[config.mk]
export PLATFORM = sky130hd
export DESIGN_NAME = plsl_regs
export DESIGN_NICKNAME = d
export VERILOG_FILES = /design/src/rtl/plsl_pkg.sv /design/src/rtl/plsl_regs.sv
export SDC_FILE = /design/constraint.sdc
export NUM_CORES = 1
export LEC_CHECK = 0
export BUFFER_PORTS_ARGS = -buffer_cell sky130_fd_sc_hd__buf_2
export CORE_MARGIN = 1
export CORE_UTILIZATION = 57
export CTS_CLUSTER_SIZE = 25
export DETAILED_ROUTE_END_ITERATION = 7
export PLACE_DENSITY = 0.84
export SLEW_MARGIN = 25
export SYNTH_ARGS = -nofsm -noshare
export SYNTH_HDL_FRONTEND = slang
export SYNTH_SLANG_ARGS = --single-unit
[constraint.sdc]
create_clock -name i_ref_clk -period 2.74 [get_ports i_ref_clk]
set_input_delay 0 -clock i_ref_clk [delete_from_list [all_inputs] [get_ports i_ref_clk]]
set_output_delay 0 -clock i_ref_clk [all_outputs]
set_load 0.02 [all_outputs]
[src/rtl/plsl_pkg.sv]
// Package with register map, field layout, reset values and codes for the PHY test/LED registers
package plsl_pkg;

  ////////////////////////////////////////////////////////////////////////////
  // Register bus geometry
  localparam int unsigned ADDR_W = 5;
  localparam int unsigned DATA_W = 16;

  // Register offsets
  localparam logic [4:0] SELFTEST_CONTROL_LOOP_POINT_OFS = 5'h16;
  localparam logic [4:0] TEST_AND_POWER_STATUS_OFS       = 5'h17;
  localparam logic [4:0] LED_SOURCE_SELECT_OFS           = 5'h18;

  ////////////////////////////////////////////////////////////////////////////
  // Self-test control: loop point field
  localparam int unsigned  LOOP_POINT_LSB   = 0;
  localparam int unsigned  LOOP_POINT_W     = 2;
  localparam logic [1:0]   LOOP_POINT_RESET = 2'h0;
  localparam logic [1:0]   LOOP_AFTER_ENC   = 2'h3;
  localparam logic [1:0]   LOOP_AFTER_SCR   = 2'h2;
  localparam logic [1:0]   LOOP_BEFORE_SCR  = 2'h1;

  ////////////////////////////////////////////////////////////////////////////
  // Status register bit positions
  localparam int unsigned STS_LOCKED_BIT  = 11;
  localparam int unsigned STS_DROPPED_BIT = 10;
  localparam int unsigned STS_PKTGEN_BIT  = 9;
  localparam int unsigned STS_SCR_MST_BIT = 8;
  localparam int unsigned STS_SCR_SLV_BIT = 7;
  localparam int unsigned STS_POWER_BIT   = 6;
  localparam logic [15:0] STS_RESET       = 16'h0000;

  ////////////////////////////////////////////////////////////////////////////
  // LED source select fields and reset value
  localparam int unsigned SRC_W           = 4;
  localparam int unsigned GP_LED_SRC_LSB  = 12;
  localparam int unsigned LED_TWO_SRC_LSB = 8;
  localparam int unsigned LED_ONE_SRC_LSB = 4;
  localparam int unsigned LED_ZERO_SRC_LSB = 0;
  localparam logic [15:0] LED_SOURCE_SELECT_RESET = 16'h6150;

  // Link speed encoding on i_link_speed
  localparam logic [1:0] SPEED_10   = 2'h0;
  localparam logic [1:0] SPEED_100  = 2'h1;
  localparam logic [1:0] SPEED_1000 = 2'h2;

  // Activity blink half period
  localparam int unsigned CLK_PERIOD_NS = 10;
  localparam int unsigned BLINK_HALF_MS = 100;
  localparam int unsigned BLINK_COUNT_W = 24;

  typedef enum logic [3:0] {
    PLSL_SRC_LINK      = 4'h0,
    PLSL_SRC_RXTX_ACT  = 4'h1,
    PLSL_SRC_TX_ACT    = 4'h2,
    PLSL_SRC_RX_ACT    = 4'h4,
    PLSL_SRC_LINK_1000 = 4'h5,
    PLSL_SRC_LINK_100  = 4'h6,
    PLSL_SRC_LINK_10   = 4'h7,
    PLSL_SRC_LINK_10_100 = 4'h8,
    PLSL_SRC_LINK_100_1000 = 4'h9,
    PLSL_SRC_FULL_DUPLEX = 4'hA,
    PLSL_SRC_LINK_BLINK  = 4'hB,
    PLSL_SRC_RSVD_C      = 4'hC,
    PLSL_SRC_RXTX_ERR    = 4'hD,
    PLSL_SRC_RX_ERR      = 4'hE,
    PLSL_SRC_RSVD_F      = 4'hF
  } plsl_led_src_t;

endpackage : plsl_pkg

[src/rtl/plsl_regs.sv]
// Loop point control, test/power status and LED source selection registers
`timescale 1ns/10ps

////////////////////////////////////////////////////////////////////////////////
// Overview of operation
// - 100M code 11 loops after line encoder
// - 100M code 10 loops after scrambler
// - 100M code 01 loops before scrambler
// - Gigabit low bit set loops before DSP
// - Status shows checker locked level
// - Lock loss latches until status read
// - Status shows packet generator busy
// - Status shows master legacy encoding
// - Status shows slave legacy encoding
// - Status shows core normal power
// - Unused status bits read zero, ignore writes
// - Four 4-bit LED source selectors
// - Selectors reset to 0110 0001 0101 0000
// - 1110 receive error, 1101 either error
// - 1011 link lit, blinks on activity
// - 1001 100/1000 link, 1000 10/100 link
// - 0111 10M, 0110 100M, 0101 1000M link
// - 0010 transmit, 0001 either activity
module plsl_regs #(
  parameter int unsigned BLINK_HALF_CYCLES =
    plsl_pkg::BLINK_HALF_MS * 1000000 / plsl_pkg::CLK_PERIOD_NS
) (
  input  wire logic        i_ref_clk,
  input  wire logic        i_rstn,
  input  wire logic [4:0]  i_addr,
  input  wire logic [15:0] i_wdata,
  input  wire logic        i_wr,
  input  wire logic        i_rd,
  output logic      [15:0] o_rdata,
  input  wire logic [1:0]  i_link_speed,
  input  wire logic        i_link_up,
  input  wire logic        i_full_duplex,
  input  wire logic        i_rx_active,
  input  wire logic        i_tx_active,
  input  wire logic        i_rx_error,
  input  wire logic        i_tx_error,
  input  wire logic        i_checker_locked,
  input  wire logic        i_packet_generator_active,
  input  wire logic        i_gigabit_scrambler_legacy_flag,
  input  wire logic        i_slave_scrambler_legacy_flag,
  input  wire logic        i_core_power_state,
  output logic             o_loop_after_line_encoder,
  output logic             o_loop_after_scrambler,
  output logic             o_loop_before_scrambler,
  output logic             o_loop_before_gigabit_dsp,
  output logic             o_gp_led_output,
  output logic             o_led_two_output,
  output logic             o_led_one_output,
  output logic             o_led_zero_output
);

  ////////////////////////////////////////////////////////////////////////////
  // Declarations
  logic [1:0]  loop_point_select;
  logic [15:0] led_source_select;
  logic        checker_lock_dropped;
  logic        prev_locked;
  logic        lock_fall;
  logic        sts_read;
  logic        blink_phase;
  logic [plsl_pkg::BLINK_COUNT_W-1:0] blink_count;
  logic [15:0] src_event;
  logic [3:0]  next_led;
  logic [3:0]  led_q;
  logic [15:0] next_rdata;
  logic        link_10;
  logic        link_100;
  logic        link_1000;

  assign sts_read  = i_rd && (i_addr == plsl_pkg::TEST_AND_POWER_STATUS_OFS);
  assign lock_fall = prev_locked && !i_checker_locked;
  assign link_10   = i_link_up && (i_link_speed == plsl_pkg::SPEED_10);
  assign link_100  = i_link_up && (i_link_speed == plsl_pkg::SPEED_100);
  assign link_1000 = i_link_up && (i_link_speed == plsl_pkg::SPEED_1000);

  ////////////////////////////////////////////////////////////////////////////
  // Register writes
  always_ff @(posedge i_ref_clk or negedge i_rstn) begin
    if (!i_rstn) begin
      loop_point_select <= plsl_pkg::LOOP_POINT_RESET;
    end else if (i_wr && (i_addr == plsl_pkg::SELFTEST_CONTROL_LOOP_POINT_OFS)) begin
      loop_point_select <= i_wdata[plsl_pkg::LOOP_POINT_LSB +: plsl_pkg::LOOP_POINT_W];
    end
  end

  always_ff @(posedge i_ref_clk or negedge i_rstn) begin
    if (!i_rstn) begin
      led_source_select <= plsl_pkg::LED_SOURCE_SELECT_RESET;
    end else if (i_wr && (i_addr == plsl_pkg::LED_SOURCE_SELECT_OFS)) begin
      led_source_select <= i_wdata;
    end
  end

  ////////////////////////////////////////////////////////////////////////////
  // Lock-loss latch; a new loss in the read cycle survives the clear
  always_ff @(posedge i_ref_clk or negedge i_rstn) begin
    if (!i_rstn) begin
      prev_locked <= 1'b0;
    end else begin
      prev_locked <= i_checker_locked;
    end
  end

  always_ff @(posedge i_ref_clk or negedge i_rstn) begin
    if (!i_rstn) begin
      checker_lock_dropped <= 1'b0;
    end else if (lock_fall) begin
      checker_lock_dropped <= 1'b1;
    end else if (sts_read) begin
      checker_lock_dropped <= 1'b0;
    end
  end

  ////////////////////////////////////////////////////////////////////////////
  // Read data, valid only in the cycle after the read strobe
  always_comb begin
    next_rdata = 16'h0000;
    if (i_rd) begin
      unique case (i_addr)
        plsl_pkg::SELFTEST_CONTROL_LOOP_POINT_OFS: begin
          next_rdata[plsl_pkg::LOOP_POINT_LSB +: plsl_pkg::LOOP_POINT_W] = loop_point_select;
        end
        plsl_pkg::TEST_AND_POWER_STATUS_OFS: begin
          next_rdata = plsl_pkg::STS_RESET;
          next_rdata[plsl_pkg::STS_LOCKED_BIT]  = i_checker_locked;
          next_rdata[plsl_pkg::STS_DROPPED_BIT] = checker_lock_dropped;
          next_rdata[plsl_pkg::STS_PKTGEN_BIT]  = i_packet_generator_active;
          next_rdata[plsl_pkg::STS_SCR_MST_BIT] = i_gigabit_scrambler_legacy_flag;
          next_rdata[plsl_pkg::STS_SCR_SLV_BIT] = i_slave_scrambler_legacy_flag;
          next_rdata[plsl_pkg::STS_POWER_BIT]   = i_core_power_state;
        end
        plsl_pkg::LED_SOURCE_SELECT_OFS: begin
          next_rdata = led_source_select;
        end
        default: begin
          next_rdata = 16'h0000;
        end
      endcase
    end
  end

  always_ff @(posedge i_ref_clk or negedge i_rstn) begin
    if (!i_rstn) begin
      o_rdata <= 16'h0000;
    end else begin
      o_rdata <= next_rdata;
    end
  end

  ////////////////////////////////////////////////////////////////////////////
  // Loop point decode by link speed
  always_ff @(posedge i_ref_clk or negedge i_rstn) begin
    if (!i_rstn) begin
      o_loop_after_line_encoder <= 1'b0;
      o_loop_after_scrambler    <= 1'b0;
      o_loop_before_scrambler   <= 1'b0;
      o_loop_before_gigabit_dsp <= 1'b0;
    end else begin
      o_loop_after_line_encoder <= (i_link_speed == plsl_pkg::SPEED_100) &&
                                   (loop_point_select == plsl_pkg::LOOP_AFTER_ENC);
      o_loop_after_scrambler    <= (i_link_speed == plsl_pkg::SPEED_100) &&
                                   (loop_point_select == plsl_pkg::LOOP_AFTER_SCR);
      o_loop_before_scrambler   <= (i_link_speed == plsl_pkg::SPEED_100) &&
                                   (loop_point_select == plsl_pkg::LOOP_BEFORE_SCR);
      o_loop_before_gigabit_dsp <= (i_link_speed == plsl_pkg::SPEED_1000) &&
                                   loop_point_select[0];
    end
  end

  ////////////////////////////////////////////////////////////////////////////
  // Activity blink timebase
  always_ff @(posedge i_ref_clk or negedge i_rstn) begin
    if (!i_rstn) begin
      blink_count <= '0;
      blink_phase <= 1'b0;
    end else if (blink_count == plsl_pkg::BLINK_COUNT_W'(BLINK_HALF_CYCLES - 1)) begin
      blink_count <= '0;
      blink_phase <= !blink_phase;
    end else begin
      blink_count <= blink_count + 1'b1;
    end
  end

  ////////////////////////////////////////////////////////////////////////////
  // Event vector indexed by selector code; reserved codes stay dark
  always_comb begin
    src_event = 16'h0000;
    src_event[plsl_pkg::PLSL_SRC_LINK]          = i_link_up;
    src_event[plsl_pkg::PLSL_SRC_RXTX_ACT]      = i_rx_active || i_tx_active;
    src_event[plsl_pkg::PLSL_SRC_TX_ACT]        = i_tx_active;
    src_event[plsl_pkg::PLSL_SRC_RX_ACT]        = i_rx_active;
    src_event[plsl_pkg::PLSL_SRC_LINK_1000]     = link_1000;
    src_event[plsl_pkg::PLSL_SRC_LINK_100]      = link_100;
    src_event[plsl_pkg::PLSL_SRC_LINK_10]       = link_10;
    src_event[plsl_pkg::PLSL_SRC_LINK_10_100]   = link_10 || link_100;
    src_event[plsl_pkg::PLSL_SRC_LINK_100_1000] = link_100 || link_1000;
    src_event[plsl_pkg::PLSL_SRC_FULL_DUPLEX]   = i_link_up && i_full_duplex;
    src_event[plsl_pkg::PLSL_SRC_LINK_BLINK]    =
      i_link_up && !((i_rx_active || i_tx_active) && blink_phase);
    src_event[plsl_pkg::PLSL_SRC_RXTX_ERR]      = i_rx_error || i_tx_error;
    src_event[plsl_pkg::PLSL_SRC_RX_ERR]        = i_rx_error;
  end

  // One selector per LED, highest field drives the general-purpose LED
  for (genvar g = 0; g < 4; g++) begin : g_led
    assign next_led[g] = src_event[led_source_select[g*plsl_pkg::SRC_W +: plsl_pkg::SRC_W]];
  end

  always_ff @(posedge i_ref_clk or negedge i_rstn) begin
    if (!i_rstn) begin
      led_q <= 4'h0;
    end else begin
      led_q <= next_led;
    end
  end

  assign o_gp_led_output   = led_q[3];
  assign o_led_two_output  = led_q[2];
  assign o_led_one_output  = led_q[1];
  assign o_led_zero_output = led_q[0];
endmodule // plsl_regs

==> results.toml, run 1 <==
[status]
status = "completed"

[worst_setup_path]
r2r_slack_ps = 810
crit_required_ps = 2920
critical_path_class = "flip-flop to flip-flop"
crit-reg2reg-capture = "blink_phase"
cp-startpoint = "blink_count[18]"
crit_arrival_ps = 2110
worstPathMaxFanout = 11
critPathLaunchType = "flip-flop"
critPathCapture = "blink_phase"
end_kind = "flip-flop"
rr_startpoint = "blink_count[18]"
r2r_cells = 4

[global_routing]
grt_pass1_wl_um = 12400
grt_usage = 0.265
grt_max_degree = 36
overflow = 0
grt_pass1_vias = 2548
antenna_found_initial = 0

[floorplan]
rows = 27
num_io_pins = 62
die_area_mm2 = 0.00627
die_h_um = 79.2
die_w_um = 79.2
start_util = 0.606
core_mm2 = 0.00561

[cts]
clk_path_buf_depth = 2
post_cts_buffers = 0
cts_made_buffers = 9
ctsHtreeMaxLevel = 3
cts_tree = "done"
numClockSinks = 69
clkTransAtPathRegs_ps = 70
clock_latency_ps = 330
cts_resized = 0
root_buffer = "clkbuf_8"

[min_path]
holdCritPathClass = "input port to flip-flop"

[synthesis]
ys.flop_type = "dfrtp_1"
ys_async_sr_fraction = 1.00
yosys.area_share.simple = 0.174
synth_common_cells = "dfrtp_1, nor2_1, xor2_1, nand2_1, xnor2_1"
synthXorXnorAreaFrac = 0.0800
synth_top_area_cell = "dfrtp_1"
syn_inst = 308
synth_nets = 347
synth_mux_area_frac = 0.0774
synth-edff-count = 0
yosys_warnings = 0
synth_most_common_cell = "dfrtp_1"
avgSynthCellArea_um2 = 11.0
ys_seq_area_frac = 0.510
synth_compound_area_frac = 0.111
synth_fa_ha_area_frac = 0.00368
synth_cell_types = 48
synth_area_mm2 = 0.00340
ys_seq_elements = 69
synth_top_family_by_area = "simple AND/OR/NAND/NOR gates"
netlist_top_cells_area = "dfrtp_1, xor2_1, dfstp_2"
synth_top_area_frac = 0.472

[placed_design]
gp_congestion = 0.836
io_buffers = 61
post_dp_cell_area_mm2 = 0.00370
preCtsSetupSlack_ps = 813
hpwl_um = 5090
dp.cells = 422

[routing]
avgViaCountPerCell = 5.69
drtIter0Drc = 136
wire_per_inst_um = 16.6
vias = 2621
drt-total-wl_um = 7670
ant_nets = 0
drc = 0
drtPass1Iterations = 4

[timing]
whs_ps = 22.4
fin_crit_sh = 0.706
tns_ps = 0
maxSlewViolCount = 0
relSlewSlack = 0.439
fin_skew_ps = 6.51
clock.fmax_mhz = 517
fin_ws_ps = 806
finalSetupViolations = 0
rsz0062_at_grt = "false"
fin_crit_ps = 1930
tightest_slew_ps = 839
hold_viol = 0

[final_layout]
area_growth_pct = 22.2
final_cell_area_mm2 = 0.00415
fillCellCount = 409
layout-drive-gt1-share = 0.249
diodes = 0
stdcell_count = 461
fin_nets = 425

[flow_run]
maxCapViolCount = 0

[power]
p_switching_w = 0.000667
p_seq_frac = 0.501
p_comb_frac = 0.158
p_sw_frac = 0.271
powerDensity_mw_per_mm2 = 593
pwr-share-clk = 0.341
ir_drop_mv = 0.527
leakage_nw = 2.03
internal-power_w = 0.00180
kinds of logic after synthesis:
logic type / Yosys count
and+or+nand+nor: 101
DFF: 69
AOI/OAI and AO/OA: 52
xor gates and xnor gates: 31
buffers and inverters: 30
muxes: 24
adders and majority gates: 1
area by class of cell:
type                       count  area (um^2)  area share
clock buffer                  13          169      0.0407
clock inverter                 1         30.0     0.00724
inverter                      10         37.5     0.00905
multi-input combinational    209         1510       0.365
sequential                    69         1730       0.418
tap                           72         90.1      0.0217
timing repair buffer          87          576       0.139
placed cells by master (no fill, tap or decap), types with 5 or more instances in the layout:
master         netlist  final
a21oi_1             13     13
a22o_1               6      6
and2_1               9      9
and3_1               5      5
buf_2                8     61
clkbuf_8             0     12
dfrtp_1             64     64
dfstp_2              5      5
dlygate4sd3_1        0     25
inv_1               10     10
mux2_1              10     10
mux2_2               8      8
mux2i_1              6      6
nand2_1             15     15
nand3_1             13     13
nand4_1              8      8
nor2_1              16     16
nor2b_1              7      7
nor3_1               8      8
o21ai_0              6      6
xnor2_1             15     15
xor2_1              16     16
through the flow:
stage,total power (W),utilization
6_report,0.00246,0.740
5_1_grt,0.00257,0.740
4_1_cts,0.00247,0.740
3_5_place_dp,0.00160,0.660
3_3_place_gp,0.00158,0.660
2_1_floorplan,0.00147,-
sequential cells by signal, summed over array words and instances, names as in the netlist:
name                       flops
o_loop_before_gigabit_dsp      1
blink_phase                    1
prev_locked                    1
o_rdata                       16
loop_point_select              2
led_source_select             16
checker_lock_dropped           1
o_loop_after_line_encoder      1
o_loop_before_scrambler        1
blink_count                   24
led_q                          4
o_loop_after_scrambler         1
power by group through the flow:
| stage | clock, W | sequential (W) | combinational (W) |
|---|---|---|---|
| global route | 0.000897 | 0.00125 | 0.000422 |
| CTS | 0.000856 | 0.00123 | 0.000382 |
| detailed placement | 0 | 0.00125 | 0.000352 |
| finish | 0.000839 | 0.00123 | 0.000389 |
| floorplan | 0 | 0.00121 | 0.000261 |
| global placement | 0 | 0.00124 | 0.000341 |
worst min path at each step:
stage	start	endpoint	slack (ps)	depth (start not counted)
after global routing	i_rd	o_rdata[1]	30	3
after global placement	i_rstn	blink_count[18]	110	1
final	i_rd	o_rdata[13]	20	3
after detailed placement	i_rstn	blink_count[19]	130	1
after CTS	i_rd	o_rdata[13]	5	3
after floorplan	i_rstn	blink_count[0]	-300	0
what timing repair did:
| item | in CTS | in global routing |
|---|---|---|
| hold buffers | 25 | 0 |
| endpoints found under the hold margin | 59 | 0 |
| endpoints found under the setup margin | 0 | 0 |
metal layers:
layer,GRT usage,vias to the layer above,share of wire
met3,0.0368,14,0.040
li1,-,1258,-
met2,0.423,74,0.50
met4,0.131,0,0.020
met5,0,-,0
met1,0.353,1275,0.44
worst max-delay path, cell delays in order, from the launching register on:
cell	delay (ps)
dfrtp_1	430
nor4b_1	380
nand4_1	180
nor2_1	670
xor2_1	130
No activity file was read; power rests on OpenSTA's default activity.
==> inputs of run 2 (changes only) <==
--- a/config.mk
+++ b/config.mk
@@ -7,10 +7,10 @@
 export LEC_CHECK = 0
 export BUFFER_PORTS_ARGS = -buffer_cell sky130_fd_sc_hd__buf_2
 export CORE_MARGIN = 1
-export CORE_UTILIZATION = 57
+export CORE_UTILIZATION = 50
 export CTS_CLUSTER_SIZE = 25
 export DETAILED_ROUTE_END_ITERATION = 7
-export PLACE_DENSITY = 0.84
+export PLACE_DENSITY = 0.79
 export SLEW_MARGIN = 25
 export SYNTH_ARGS = -nofsm -noshare
 export SYNTH_HDL_FRONTEND = slang
==> constraint.sdc (replaced) <==
create_clock -name i_ref_clk -period 1.75 [get_ports i_ref_clk]
set_input_delay 0 -clock i_ref_clk [delete_from_list [all_inputs] [get_ports i_ref_clk]]
set_output_delay 0 -clock i_ref_clk [all_outputs]
set_load 0.02 [all_outputs]
==> results.toml, run 2 (synthesized netlist as in run 1, its figures left out) <==
[status]
status = "completed"

[final_layout]
regMostFlops = "blink_count"
diodes = 0
layout_common_cells = "dfrtp_1, buf_2, dlygate4sd3_1, nor2_1, xor2_1"
layout-drive-gt1-share = 0.264
fin_nets = 432
reg.largest.list = "blink_count: 24 flops, led_source_select: 16 flops, o_rdata: 16 flops"
layout_commonest_cell = "dfrtp_1"
area_growth_pct = 23.5
largest_register_ffs = 24
final_cell_area_mm2 = 0.00420

[global_routing]
grt_max_degree = 70
grt_pass1_vias = 2676
grt_pass1_wl_um = 12800
overflow = 0
antenna_found_initial = 0
grt_usage = 0.232

[worst_setup_path]
crit_arrival_ps = 1930
critPathLaunchType = "input port"
cp-startpoint = "i_addr[3]"
end_kind = "flip-flop"
worstPathMaxFanout = 3
critical_path_class = "input port to flip-flop"
crit_required_ps = 1980
rr_startpoint = "blink_count[0]"

[routing]
wl_met1_um = 3280
drtIter0Drc = 154
wire_per_inst_um = 16.0
dr.max_layer_used = "met4"
wl_met3_um = 275
ant_nets = 0
drt-total-wl_um = 7600
met2WireLength_um = 3830
vias = 2665
drc = 0
drtPass1Iterations = 4
avgViaCountPerCell = 5.61

[placed_design]
hpwl_um = 5080
io_buffers = 61
post_dp_cell_area_mm2 = 0.00374
preCtsSetupSlack_ps = 178
gp_congestion = 0.856

[cts]
cts_made_buffers = 9
numClockSinks = 69
clock_latency_ps = 340
post_cts_buffers = 0
cts_tree = "done"
root_buffer = "clkbuf_8"
clkTransAtPathRegs_ps = 80
ctsHtreeMaxLevel = 3
clk_path_buf_depth = 2

[floorplan]
die_area_mm2 = 0.00713
num_io_pins = 62
core_mm2 = 0.00646
rows = 29
die_w_um = 84.4
die_h_um = 84.4
start_util = 0.526

[timing]
clock.fmax_mhz = 589
whs_ps = 59.7
tightest_slew_ps = 428
fin_crit_ps = 1700
maxSlewViolCount = 0
fin_skew_ps = 8.56
finalSetupViolations = 0
fin_crit_sh = 0.970
relSlewSlack = 0.715
hold_viol = 0
fin_ws_ps = 53.3

[min_path]
holdCritPathClass = "input port to flip-flop"
holdCritStartpoint = "i_addr[0]"

[flow_run]
maxCapViolCount = 0

[power]
powerDensity_mw_per_mm2 = 882
finalPower_w = 0.00370
leakage_nw = 2.05
ir_drop_mv = 0.637
run 2: repair_timing:
| action | in CTS | in global routing |
|---|---|---|
| hold buffers | 27 | 0 |
| gates resized for setup | 0 | 1 |
| endpoints found under the setup margin | 0 | 1 |
| hold endpoints to repair | 100 | 0 |
run 2: area by class of cell:
| type | instances | area, um^2 |
|---|---|---|
| flip-flops and latches | 69 | 1730 |
| clock inverters | 5 | 35.0 |
| well taps | 77 | 96.3 |
| fillers | 517 | 2260 |
| repair buffers | 94 | 633 |
| inverters | 10 | 37.5 |
| multi-input cells | 209 | 1520 |
| clock buffers | 11 | 141 |
run 2: final timing paths:
| kind | to | slack (ps) | depth (start not counted) |
|---|---|---|---|
| min in group asynchronous | blink_count[20] | 200 | 3 |
| max | o_rdata[13] | 50 | 6 |
| min | o_rdata[5] | 60 | 4 |
| max in group asynchronous | led_source_select[4] | 1200 | 3 |
| max reg2reg | blink_phase | 170 | 6 |
| min reg2reg | blink_count[0] | 480 | 1 |
run 2: where the power goes:
group / total [W] / switching (W) / internal, W
clock network: 0.00117 / 0.000614 / 0.000556
logic: 0.000604 / 0.000290 / 0.000314
registers: 0.00193 / 0.000189 / 0.00174
total: 0.00370 / 0.00109 / 0.00261
run 2: metal layers:
layer | GRT usage | vias up
met4 | 0.114 | 0
met1 | 0.290 | 1313
met2 | 0.387 | 68
met5 | 0 | -
met3 | 0.0442 | 15
li1 | - | 1269
run 2: metrics by stage:
step / utilization / TNS [ps] / instances
after floorplan: - / 0 / 308
after global placement: 0.580 / 0 / 432
after detailed placement: 0.580 / 0 / 432
after CTS: 0.649 / 0 / 475
after global routing: 0.650 / -0.641 / 475
final: 0.650 / 0 / 475
run 2: critical path, stage by stage:
cell and delay, ps:
dlygate4sd3_1 530, buf_2 140, nand2_1 80, dlygate4sd3_1 600, nor3_2 50, dlygate4sd3_1 540
